===== src/include/mmc_consts.svh =====
`ifndef MMC_CONSTS_SVH
`define MMC_CONSTS_SVH

// Notes on behaviour
// - neutral source bit 0: neutral result tracks the measured neutral current
// - neutral source bit 1: neutral result tracks sum of three phase currents
// - extra filter bit 1: total active and reactive power get low-pass filter
// - period phase field 00, 01, 10 picks phase A, B, C
// - period phase code 11 behaves exactly like code 00
// - peak enable bits 2, 3, 4 include phases A, B, C; reset to 1
// - all three peak enable bits may be set together
// - zero crossings of every enabled phase count toward the peak window
// - active mode 00 accumulates active power with sign
// - active modes 01 and 10 behave like 00
// - active mode 11 accumulates absolute values, for the pulse output only
// - active energy registers stay signed whatever the mode
// - reactive mode 00 accumulates reactive power with sign
// - without reactive measurement the reactive mode field stays 00
// - reactive mode 01 behaves like 00
// - reserved bits have no effect on behaviour
// - pulse outputs come from energy-to-frequency converters fed by mode

// ******************************************************
// register indices; byte address is four times the index
// ******************************************************
`define MMC_IDX_MEAS_MODE  16'hE700
`define MMC_IDX_ACCUM_MODE 16'hE701
`define MMC_IDX_STATUS     16'hE702
`define MMC_IDX_AUX        16'hE740

// ******************************************************
// reset values
// ******************************************************
`define MMC_RST_MEAS_MODE  8'h1C
`define MMC_RST_ACCUM_MODE 8'h00
`define MMC_RST_AUX        8'h00

// ******************************************************
// field positions
// ******************************************************
`define MMC_AUX_NSRC_BIT   0
`define MMC_AUX_FILT_BIT   1
`define MMC_MM_PER_LSB     0
`define MMC_MM_PEAK_LSB    2
`define MMC_ACC_ACT_LSB    0
`define MMC_ACC_REACT_LSB  2

// ******************************************************
// arithmetic constants
// ******************************************************
`define MMC_FILT_SHIFT     3
`define MMC_MS_SHIFT       6
`define MMC_PULSE_THRESH   32'h0010_0000

`endif


===== src/include/mmc_pkg.sv =====
package mmc_pkg;

  // three phase samples
  typedef struct packed {
    logic [15:0] c;
    logic [15:0] b;
    logic [15:0] a;
  } mmc_phase_t;

  // axi4-lite read and write responses
  typedef enum logic [1:0] {
    MMC_RESP_OKAY   = 2'b00,
    MMC_RESP_SLVERR = 2'b10
  } mmc_resp_t;

  // register selection decoded from an address
  typedef enum logic [2:0] {
    MMC_SEL_NONE,
    MMC_SEL_MEAS,
    MMC_SEL_ACCUM,
    MMC_SEL_STATUS,
    MMC_SEL_AUX
  } mmc_sel_t;

  // complete state of the block
  typedef struct packed {
    logic               aw_held;
    logic [17:0]        aw_addr;
    logic               w_held;
    logic [7:0]         w_data;
    logic               w_lane0;
    logic               aw_rdy;
    logic               w_rdy;
    logic               bvalid;
    mmc_resp_t          bresp;
    logic               ar_rdy;
    logic               rvalid;
    mmc_resp_t          rresp;
    logic [31:0]        rdata;
    logic [7:0]         meas_mode;
    logic [7:0]         accum_mode;
    logic [7:0]         aux;
    logic signed [17:0] nsrc;
    logic [35:0]        ms;
    logic signed [17:0] filt_act;
    logic signed [17:0] filt_react;
    logic signed [17:0] tot_act;
    logic signed [17:0] tot_react;
    logic               period_zx;
    logic [15:0]        vpeak_run;
    logic [15:0]        ipeak_run;
    logic [15:0]        vpeak;
    logic [15:0]        ipeak;
    logic [7:0]         peak_cnt;
    logic               peak_done;
    logic signed [31:0] act_energy;
    logic signed [31:0] react_energy;
    logic signed [31:0] act_acc;
    logic signed [31:0] react_acc;
    logic [1:0]         pulse;
  } mmc_state_t;

endpackage


===== src/logic/mmc_mode_config_regs.sv =====
// Chosen here: register access over AXI4-Lite.
`timescale 1ns/100ps
`include "mmc_consts.svh"

module mmc_mode_config_regs #(
  parameter bit HAS_REACTIVE = 1'b1
) (
  // clock and reset
  input  wire logic                aclk,
  input  wire logic                aresetn,
  // axi4-lite write channels
  input  wire logic [17:0]         awaddr,
  input  wire logic                awvalid,
  output logic                     awready,
  input  wire logic [31:0]         wdata,
  input  wire logic [3:0]          wstrb,
  input  wire logic                wvalid,
  output logic                     wready,
  output logic [1:0]               bresp,
  output logic                     bvalid,
  input  wire logic                bready,
  // axi4-lite read channels
  input  wire logic [17:0]         araddr,
  input  wire logic                arvalid,
  output logic                     arready,
  output logic [31:0]              rdata,
  output logic [1:0]               rresp,
  output logic                     rvalid,
  input  wire logic                rready,
  // measurement inputs
  input  wire logic                sample_valid,
  input  wire mmc_pkg::mmc_phase_t phase_current,
  input  wire logic [15:0]         neutral_current,
  input  wire mmc_pkg::mmc_phase_t phase_voltage,
  input  wire logic [2:0]          voltage_zero_cross,
  input  wire mmc_pkg::mmc_phase_t active_power,
  input  wire mmc_pkg::mmc_phase_t reactive_power,
  input  wire logic [7:0]          peak_window_cycles,
  // results
  output logic [35:0]              neutral_rms_result,
  output logic [17:0]              total_active_power,
  output logic [17:0]              total_reactive_power,
  output logic                     period_zero_cross,
  output logic [15:0]              voltage_peak,
  output logic [15:0]              current_peak,
  output logic                     peak_window_done,
  output logic [31:0]              active_energy,
  output logic [31:0]              reactive_energy,
  output logic [1:0]               energy_pulse_output
);

  // ******************************************************
  // helpers
  // ******************************************************
  function automatic mmc_pkg::mmc_sel_t decode(input logic [17:0] addr);
    case (addr)
      {`MMC_IDX_MEAS_MODE, 2'b00}:  return mmc_pkg::MMC_SEL_MEAS;
      {`MMC_IDX_ACCUM_MODE, 2'b00}: return mmc_pkg::MMC_SEL_ACCUM;
      {`MMC_IDX_STATUS, 2'b00}:     return mmc_pkg::MMC_SEL_STATUS;
      {`MMC_IDX_AUX, 2'b00}:        return mmc_pkg::MMC_SEL_AUX;
      default:                      return mmc_pkg::MMC_SEL_NONE;
    endcase
  endfunction

  function automatic logic signed [17:0] ext(input logic [15:0] v);
    return 18'($signed(v));
  endfunction
  function automatic logic signed [17:0] sum3(input mmc_pkg::mmc_phase_t p);
    return ext(p.a) + ext(p.b) + ext(p.c);
  endfunction
  function automatic logic signed [17:0] abs18(input logic signed [17:0] v);
    return (v < 0) ? -v : v;
  endfunction
  function automatic logic [1:0] ones3(input logic [2:0] v);
    return 2'(v[0]) + 2'(v[1]) + 2'(v[2]);
  endfunction
  function automatic logic [15:0] max16(input logic [15:0] x,
                                        input logic [15:0] y);
    return (x > y) ? x : y;
  endfunction

  function automatic logic signed [17:0] react_term(
      input logic [1:0]  mode,
      input logic [15:0] p,
      input logic [15:0] q);
    case (mode)
      2'b10:   return p[15] ? -ext(q) : ext(q);
      2'b11:   return abs18(ext(q));
      default: return ext(q);
    endcase
  endfunction

  localparam mmc_pkg::mmc_state_t ST_RST = '{
    aw_rdy:     1'b1,
    w_rdy:      1'b1,
    ar_rdy:     1'b1,
    meas_mode:  `MMC_RST_MEAS_MODE,
    accum_mode: `MMC_RST_ACCUM_MODE,
    aux:        `MMC_RST_AUX,
    bresp:      mmc_pkg::MMC_RESP_OKAY,
    rresp:      mmc_pkg::MMC_RESP_OKAY,
    default:    '0
  };

  mmc_pkg::mmc_state_t st, next_st;
  mmc_pkg::mmc_sel_t   wsel, rsel;
  logic                wr_fire;
  logic [1:0]          per_eff;
  logic [2:0]          peak_en;
  logic [1:0]          act_mode, react_mode;
  logic signed [17:0]  act_sum, react_sum;
  logic signed [17:0]  act_pulse_in, react_pulse_in;
  logic signed [35:0]  sq;
  logic signed [36:0]  ms_diff;
  logic signed [31:0]  acc_a, acc_r;
  logic [8:0]          cnt_new;
  logic [8:0]          win;
  logic [15:0]         vmax, imax;

  // ******************************************************
  // next state
  // ******************************************************
  always_comb begin
    next_st        = st;
    next_st.pulse  = 2'b00;
    next_st.peak_done = 1'b0;
    wsel           = decode(st.aw_addr);
    rsel           = decode(araddr);
    wr_fire        = st.aw_held && st.w_held && !st.bvalid;
    per_eff        = st.meas_mode[`MMC_MM_PER_LSB +: 2];
    if (per_eff == 2'b11) begin
      per_eff = 2'b00;
    end
    peak_en        = st.meas_mode[`MMC_MM_PEAK_LSB +: 3];
    act_mode       = st.accum_mode[`MMC_ACC_ACT_LSB +: 2];
    react_mode     = st.accum_mode[`MMC_ACC_REACT_LSB +: 2];
    act_sum        = sum3(active_power);
    react_sum      = sum3(reactive_power);
    if (act_mode == 2'b11) begin
      act_pulse_in = abs18(ext(active_power.a)) + abs18(ext(active_power.b))
                     + abs18(ext(active_power.c));
    end else begin
      act_pulse_in = act_sum;
    end
    react_pulse_in = react_term(react_mode, active_power.a, reactive_power.a)
                   + react_term(react_mode, active_power.b, reactive_power.b)
                   + react_term(react_mode, active_power.c, reactive_power.c);
    sq             = st.nsrc * st.nsrc;
    ms_diff        = $signed({1'b0, sq}) - $signed({1'b0, st.ms});
    acc_a          = st.act_acc + 32'(act_pulse_in);
    acc_r          = st.react_acc + 32'(react_pulse_in);
    cnt_new        = 9'(st.peak_cnt) + 9'(ones3(voltage_zero_cross & peak_en));
    win            = (peak_window_cycles == 8'h00) ? 9'h001
                                                   : 9'(peak_window_cycles);
    vmax           = st.vpeak_run;
    imax           = st.ipeak_run;

    // write channels, taken in either order
    if (awvalid && st.aw_rdy) begin
      next_st.aw_held = 1'b1;
      next_st.aw_addr = awaddr;
    end
    if (wvalid && st.w_rdy) begin
      next_st.w_held  = 1'b1;
      next_st.w_data  = wdata[7:0];
      next_st.w_lane0 = wstrb[0];
    end
    if (st.bvalid && bready) begin
      next_st.bvalid = 1'b0;
    end
    if (wr_fire) begin
      next_st.aw_held = 1'b0;
      next_st.w_held  = 1'b0;
      next_st.bvalid  = 1'b1;
      next_st.bresp   = (wsel == mmc_pkg::MMC_SEL_NONE)
                        ? mmc_pkg::MMC_RESP_SLVERR : mmc_pkg::MMC_RESP_OKAY;
      if (st.w_lane0) begin
        case (wsel)
          mmc_pkg::MMC_SEL_MEAS:  next_st.meas_mode = st.w_data;
          mmc_pkg::MMC_SEL_ACCUM: begin
            next_st.accum_mode = st.w_data;
            if (!HAS_REACTIVE) begin
              next_st.accum_mode[`MMC_ACC_REACT_LSB +: 2] = 2'b00;
            end
          end
          mmc_pkg::MMC_SEL_AUX:   next_st.aux = st.w_data;
          default: begin
          end
        endcase
      end
    end
    next_st.aw_rdy = !next_st.aw_held;
    next_st.w_rdy  = !next_st.w_held;

    // read channels
    if (st.rvalid && rready) begin
      next_st.rvalid = 1'b0;
      next_st.ar_rdy = 1'b1;
    end
    if (arvalid && st.ar_rdy) begin
      next_st.ar_rdy = 1'b0;
      next_st.rvalid = 1'b1;
      next_st.rresp  = mmc_pkg::MMC_RESP_OKAY;
      case (rsel)
        mmc_pkg::MMC_SEL_MEAS:   next_st.rdata = {24'h000000, st.meas_mode};
        mmc_pkg::MMC_SEL_ACCUM:  next_st.rdata = {24'h000000, st.accum_mode};
        mmc_pkg::MMC_SEL_AUX:    next_st.rdata = {24'h000000, st.aux};
        mmc_pkg::MMC_SEL_STATUS: next_st.rdata = {24'h000000, 3'h0,
                                   react_mode, act_mode == 2'b11, per_eff};
        default: begin
          next_st.rdata = 32'h0000_0000;
          next_st.rresp = mmc_pkg::MMC_RESP_SLVERR;
        end
      endcase
    end

    // period source
    next_st.period_zx = voltage_zero_cross[per_eff];

    // measurement path, reserved bits are never looked at
    if (sample_valid) begin
      if (st.aux[`MMC_AUX_NSRC_BIT]) begin
        next_st.nsrc = sum3(phase_current);
      end else begin
        next_st.nsrc = ext(neutral_current);
      end
      next_st.ms = 36'($signed({1'b0, st.ms}) + (ms_diff >>> `MMC_MS_SHIFT));
      next_st.filt_act   = st.filt_act
                         + 18'((act_sum - st.filt_act) >>> `MMC_FILT_SHIFT);
      next_st.filt_react = st.filt_react
                         + 18'((react_sum - st.filt_react) >>> `MMC_FILT_SHIFT);
      if (st.aux[`MMC_AUX_FILT_BIT]) begin
        next_st.tot_act   = next_st.filt_act;
        next_st.tot_react = next_st.filt_react;
      end else begin
        next_st.tot_act   = act_sum;
        next_st.tot_react = react_sum;
      end
      next_st.act_energy   = st.act_energy + 32'(act_sum);
      next_st.react_energy = st.react_energy + 32'(react_sum);

      // energy to frequency converters
      if (acc_a >= $signed(`MMC_PULSE_THRESH)) begin
        next_st.act_acc  = acc_a - $signed(`MMC_PULSE_THRESH);
        next_st.pulse[0] = 1'b1;
      end else if (acc_a <= -$signed(`MMC_PULSE_THRESH)) begin
        next_st.act_acc  = acc_a + $signed(`MMC_PULSE_THRESH);
        next_st.pulse[0] = 1'b1;
      end else begin
        next_st.act_acc  = acc_a;
      end
      if (acc_r >= $signed(`MMC_PULSE_THRESH)) begin
        next_st.react_acc = acc_r - $signed(`MMC_PULSE_THRESH);
        next_st.pulse[1]  = 1'b1;
      end else if (acc_r <= -$signed(`MMC_PULSE_THRESH)) begin
        next_st.react_acc = acc_r + $signed(`MMC_PULSE_THRESH);
        next_st.pulse[1]  = 1'b1;
      end else begin
        next_st.react_acc = acc_r;
      end

      // running peaks over every enabled phase
      if (peak_en[0]) begin
        vmax = max16(vmax, 16'(abs18(ext(phase_voltage.a))));
        imax = max16(imax, 16'(abs18(ext(phase_current.a))));
      end
      if (peak_en[1]) begin
        vmax = max16(vmax, 16'(abs18(ext(phase_voltage.b))));
        imax = max16(imax, 16'(abs18(ext(phase_current.b))));
      end
      if (peak_en[2]) begin
        vmax = max16(vmax, 16'(abs18(ext(phase_voltage.c))));
        imax = max16(imax, 16'(abs18(ext(phase_current.c))));
      end
      next_st.vpeak_run = vmax;
      next_st.ipeak_run = imax;
    end

    // window closes once the count of crossings on enabled phases reaches peak_window_cycles, or 1 when peak_window_cycles is 0
    if (cnt_new >= win) begin
      next_st.peak_done = 1'b1;
      next_st.peak_cnt  = 8'h00;
      next_st.vpeak     = next_st.vpeak_run;
      next_st.ipeak     = next_st.ipeak_run;
      next_st.vpeak_run = 16'h0000;
      next_st.ipeak_run = 16'h0000;
    end else begin
      next_st.peak_cnt  = cnt_new[7:0];
    end
  end

  // ******************************************************
  // state register
  // ******************************************************
  always_ff @(posedge aclk) begin
    if (!aresetn) begin
      st <= ST_RST;
    end else begin
      st <= next_st;
    end
  end

  assign awready              = st.aw_rdy;
  assign wready               = st.w_rdy;
  assign bvalid               = st.bvalid;
  assign bresp                = st.bresp;
  assign arready              = st.ar_rdy;
  assign rvalid               = st.rvalid;
  assign rresp                = st.rresp;
  assign rdata                = st.rdata;
  assign neutral_rms_result   = st.ms;
  assign total_active_power   = st.tot_act;
  assign total_reactive_power = st.tot_react;
  assign period_zero_cross    = st.period_zx;
  assign voltage_peak         = st.vpeak;
  assign current_peak         = st.ipeak;
  assign peak_window_done     = st.peak_done;
  assign active_energy        = st.act_energy;
  assign reactive_energy      = st.react_energy;
  assign energy_pulse_output  = st.pulse;
endmodule // mmc_mode_config_regs


===== config.mk =====
export PLATFORM = sky130hd
export DESIGN_NAME = mmc_mode_config_regs
export DESIGN_NICKNAME = d
export VERILOG_FILES = /design/src/include/mmc_pkg.sv /design/src/logic/mmc_mode_config_regs.sv
export VERILOG_INCLUDE_DIRS = /design/src /design/src/include
export SDC_FILE = /design/constraint.sdc
export NUM_CORES = 2
export LEC_CHECK = 0
export ABC_AREA = 0
export BUFFER_PORTS_ARGS = -buffer_cell sky130_fd_sc_hd__clkbuf_2
export CORE_MARGIN = 10
export CORE_UTILIZATION = 45
export CTS_CLUSTER_SIZE = 40
export DETAILED_ROUTE_END_ITERATION = 8
export PLACE_DENSITY = 0.63
export REMOVE_ABC_BUFFERS = 1
export SYNTH_ARGS = -nofsm -noshare
export SYNTH_HDL_FRONTEND = slang
export SYNTH_SLANG_ARGS = --single-unit

===== constraint.sdc =====
create_clock -name aclk -period 20.8 [get_ports aclk]
set_clock_uncertainty 0.05 [all_clocks]
set_input_delay 6.24 -clock aclk [delete_from_list [all_inputs] [get_ports aclk]]
set_output_delay 6.24 -clock aclk [all_outputs]
set_load 0.02 [all_outputs]

* After elaboration in Yosys (flattened, before gate mapping)
Cells that the tools add are included.
** Word-level totals
- Output and inout port bits :: 213
- Bits of input ports :: 299
- Bits in registers :: 424
- Logic and storage cells :: 202
** Cells by class
- Eq/ne operators :: 19
- Magnitude comparators :: 24
- Multipliers :: 1
- Mux-type cells :: 63
- Bitwise gates (word level) :: 2
- Add/sub/neg operators :: 39
- Reductions and logical operators :: 20
** Operators by type and width (count)
- $mux W16 :: 22
- $mux W18 :: 11
- $lt A16 B1 Y1 const B :: 12
- $eq A18 B18 Y1 const B :: 8
- $add A32 B18 Y32 :: 4
- $mux W32 :: 4
- $neg A16 Y18 :: 6
- $pmux W18 S2 :: 3
- $gt A16 B16 Y1 :: 6
- $neg A16 Y16 :: 6
- $add A18 B18 Y18 :: 4
- $mux W36 :: 2
- $add A32 B22 Y32 const B :: 2
- $ge A32 B22 Y1 const B :: 2
- $le A32 B21 Y1 const B :: 2
- $sub A32 B22 Y32 const B :: 2
- $add A17 B16 Y18 :: 3
- $add A16 B16 Y17 :: 3
- $sub A36 B36 Y37 :: 1
- $add A18 B15 Y18 :: 2
- $add A36 B31 Y36 :: 1
- $mul A18 B18 Y36 :: 1
- $sub A18 B18 Y18 :: 2
- $mux W33 :: 1
- 29 further kinds :: 58

* Longest topological paths before layout
- Depth after elaboration :: 14
- Depth in mapped cells :: 50
- Depth with buffers taken out :: 49

* Least setup slack after synthesis
No wires, ideal clock.
- Kind :: input to register
- From :: input phase_current[5] (netlist bit)
- To :: register st, in the netlist current_peak[6]
- Library setup time :: 92 ps
- Buffers on the path :: 4
- Data required time :: 20658 ps
- Stages on the path :: 41
- Slack :: 6058 ps
- Data arrival time :: 14600 ps
- Cell sequence :: or4_1 or3_1 nor3_1 nand2b_1 o41ai_1 xor2_1 ha_1 nand4_1 nor2_1 nand3_1 nand2_1 o211ai_1 buf_1 mux2_2 inv_1 ha_1 nor2b_1 o21a_1 (+5 left out) a41oi_1 clkbuf_1 buf_1 mux2i_1 ha_1 a21o_1 a21o_1 a21oi_1 nor2b_1 o21ai_0 nand2_1 a21oi_1 nand2_1 a31oi_1 clkbuf_1 mux2i_1 nor3_1 nor4_1
** Between the ends
- Cells in the longest elaborated chain, start to end :: 14
- Elaborated cells between the ends (all ways) :: 15
- Classes of those cells :: 1 x add/sub; 4 x order compare; 10 x mux
** RTL lines
- start, declared :: line mmc_mode_config_regs.sv:32 : input wire mmc_pkg::mmc_phase_t phase_current,
- $neg A16 Y16 or $lt A16 B1 Y1 (tied branches) :: line mmc_mode_config_regs.sv:72 : return (v < 0) ? -v : v;
- $mux W16 * :: line mmc_mode_config_regs.sv:72
- $gt A16 B16 Y1 :: line mmc_mode_config_regs.sv:79 : return (x > y) ? x : y;
- $mux W16 * :: line mmc_mode_config_regs.sv:79
- $mux W16 * :: line mmc_mode_config_regs.sv:263 : if (peak_en[0]) begin
- $mux W16 * :: line mmc_mode_config_regs.sv:221 : if (sample_valid) begin
- $gt A16 B16 Y1 :: line mmc_mode_config_regs.sv:79
- $mux W16 :: line mmc_mode_config_regs.sv:79
- $mux W16 * :: line mmc_mode_config_regs.sv:267 : if (peak_en[1]) begin
- $mux W16 * :: line mmc_mode_config_regs.sv:221
- $gt A16 B16 Y1 :: line mmc_mode_config_regs.sv:79
- $mux W16 :: line mmc_mode_config_regs.sv:79
- $mux W16 * :: line mmc_mode_config_regs.sv:271 : if (peak_en[2]) begin
- $mux W32 * :: line mmc_mode_config_regs.sv:221
- end signal, assigned :: line mmc_mode_config_regs.sv:299 : st <= next_st;
- end, declared :: line mmc_mode_config_regs.sv:105 : mmc_pkg::mmc_state_t st, next_st;
Mark *: on every way between the ends. The rest lies on a longest branch, timed or not. The select of a mux whose other input is x is not followed.
A chain may end at the register's enable or synchronous reset.

* Final worst setup path
- From :: input phase_current[5] (netlist bit)
- To :: register st[186] (netlist bit)
Same word-level chain as after synthesis.

==> impl_metrics.tcl <==
set metrics [dict create \
    gp_congestion 0.951 \
    place_inst 8189 \
    antenna_found_initial 43 \
    setup_viol 0 \
    status "finished, final reports clean" \
    p_leak_nw 27.5 \
    drive_above_1_share_pct 10.9 \
    seq_area_um2 7970 \
    grt_pass1_wl_mm 253 \
    path_max_fanout 20 \
    crit_type "input pin to flop" \
    ir_worst_vdd_mv 0.267 \
    synth_top_cell_area_share_pct 14.9 \
    post_cts_buffers 0 \
    clk_pin_slew_ps 60 \
    layout.nets 7979 \
    p_per_area_nw_per_um2 176 \
    tightest_slew_ps 1190 \
    route.detailed.drc 0 \
    drt.antenna.violating_nets 0 \
    postSynthRegisterBits 398 \
    fmax_ghz 0.0662 \
    synthArstFlopShare_pct 0 \
    critPathLaunch "phase_current[5]" \
    clock-sinks 398 \
    drv_cap 0 \
    cp-start-kind "input pin" \
    most-common-layout-cells "inv_1, nor2_1, ha_1" \
    num_rows 126 \
    cts_buffers 52 \
    wl_per_cell_um 19.2 \
    critPathRequiredTime_ps 21380 \
    multi_input_area_um2 40700 \
    syn_area_um2 53500 \
    critPathCapture "st[186]$_SDFF_PP0_" \
    firstDrtPassIters 6 \
    tns_ps 0 \
    synth_flop_cell "dfxtp_1" \
    drv_slew 0 \
    period_share_pct 72.7 \
    vias_per_cell 5.56 \
    vias 46100 \
    yosysTopAreaCell "dfxtp_1" \
    arrival_ps 15690 \
    die_x_um 365 \
    synth_warnings 0 \
    r2r-start "st[321]$_SDFFE_PN0P_" \
    grt.total_usage_pct 23.5 \
    dp_hpwl_mm 129 \
    die_area_um2 133000 \
    insertion_delay_ps 680 \
    worstReg2RegEnd "neutral_rms_result[35]$_SDFFE_PN0P_" \
    grt_pass1_vias 45800 \
    netlist-cell-type-count 103 \
    post-route-min-period_ps 15110 \
    synthCells 6536 \
    clk_path_buf_depth 3 \
    final_common_cell "inv_1" \
    synth_enable_flop_cells 0 \
    fillers 11600 \
    clockRootBuffer "clkbuf_16" \
    rsz0062_at_grt "false" \
    coreArea_um2 118000 \
    grt_overflow 0 \
    syn_area_per_cell_um2 8.19 \
    die_h_um 365 \
    critPathSlowestCell "a31oi_2" \
    hp-class "flop to flop" \
    final_cells 8300 \
    endpoint_kind "flop" \
    cts_htree_levels 2 \
    cts_tree "done" \
    holdBufCountCts 0 \
    reg2reg_depth 43 \
    critPathMaxStageDelay_ps 630 \
    drt-total-wl_mm 160 \
    drt_iter0_markers 2611 \
    grt_max_degree 136 \
    synthTopCellsByArea "dfxtp_1, fa_1, ha_1, xnor2_1, inv_1" \
    r2r_slack_ps 8740 \
    hold_viol 0 \
    final_util_pct 49.0 \
    ios 512 \
    start_util_pct 45.3 \
    area_growth_pct 8.01 \
    relSlewSlack_pct 20.8 \
    portBuffers 458 \
    yosysSeqAreaShare_pct 14.9 \
    post_cts_resized 0 \
]
-- per-stage QoR --
step,cell area [µm²],total power (W),hold slack [ps],setup WS (ps)
final,57800,0.0102,404,5690
after global routing,57800,0.0113,421,5210
after CTS,57800,0.0102,406,5760
after detailed placement,55900,0.00911,396,5080
after global placement,55900,0.00897,386,5110
after floorplan,51300,0.00746,372,4230
-- cells in the mapped netlist, types with 57 or more instances --
cell / count
nor2_1: 581
xor2_1: 156
a21o_1: 148
nand2b_1: 73
inv_1: 701
and2_1: 65
nor2b_1: 73
nand3_1: 84
o31ai_1: 57
o21ai_0: 254
fa_1: 394
a211oi_1: 85
mux2i_1: 237
clkbuf_1: 176
dfxtp_1: 398
o21a_1: 103
a21oi_1: 393
nor3_1: 134
xnor2_1: 327
buf_4: 207
ha_1: 579
nand2_1: 491
-- power breakdown --
| part | internal, W | leakage [nW] | switching, W | total (W) |
|---|---|---|---|---|
| Combinational | 0.00346 | 23.3 | 0.00462 | 0.00808 |
| Sequential | 0.000956 | 3.28 | 0.000157 | 0.00111 |
| Clock | 0.000590 | 0.888 | 0.000403 | 0.000993 |
-- worst min-delay path by stage --
stage | slack [ps] | to | startpoint | depth (start not counted)
after floorplan | 370 | st[54]$_SDFFE_PN0P_ | st[54]$_SDFFE_PN0P_ | 2
after detailed placement | 400 | st[326]$_SDFFE_PN0P_ | st[326]$_SDFFE_PN0P_ | 2
after global routing | 420 | st[22]$_SDFFE_PN0P_ | st[22]$_SDFFE_PN0P_ | 2
after global placement | 390 | st[326]$_SDFFE_PN0P_ | st[326]$_SDFFE_PN0P_ | 2
final | 400 | st[29]$_SDFFE_PN0P_ | st[29]$_SDFFE_PN0P_ | 2
after CTS | 410 | st[29]$_SDFFE_PN0P_ | st[29]$_SDFFE_PN0P_ | 2
-- metal layers --
layer / routed length [µm] / up-vias / global-route usage (%)
met5: 318 / - / 0
met4: 4360 / 50 / 6.76
met3: 9530 / 246 / 4.73
met2: 74900 / 1067 / 39.9
met1: 70500 / 22000 / 29.9
li1: - / 22700 / -
-- cells by family after synthesis --
logic type	synth area share, %
AND/OR/NAND/NOR	16.4
AO/OA/AOI/OAI	18.0
buffers and inverters	9.35
adder cells (fa/ha/maj)	28.3
XOR/XNOR	7.95
flip-flops	14.9
multiplexers	5.07
other	0.0140
-- sequential cells by signal, indices dropped and copies added (netlist names), 2 cells and up --
name                  flops
reactive_energy          32
st                      204
peak_en                   3
neutral_rms_result       36
rdata                     8
act_mode                  2
voltage_peak             16
react_mode                2
total_reactive_power     18
current_peak             16
energy_pulse_output       2
total_active_power       18
active_energy            32
-- layout make-up --
class	count	share of cell area (%)
Timing Repair Buffer	509	4.67
Sequential cell	398	13.8
Inverter	703	4.58
Tap cell	1536	3.32
Multi-Input combinational cell	5043	70.4
Clock buffer	71	2.51
Clock inverter	22	0.652
Antenna cell	18	0.0779
-- worst max-delay path, delay by kind of cell --
| family | cells | cell delay, ps |
|---|---|---|
| AO/OA/AOI/OAI | 20 | 4460 |
| XOR/XNOR | 1 | 240 |
| adder cells (fa/ha/maj) | 3 | 790 |
| buffers and inverters | 5 | 1170 |
| multiplexers | 2 | 540 |
| AND/OR/NAND/NOR | 11 | 2220 |
Power figures use the tool's default switching activity.
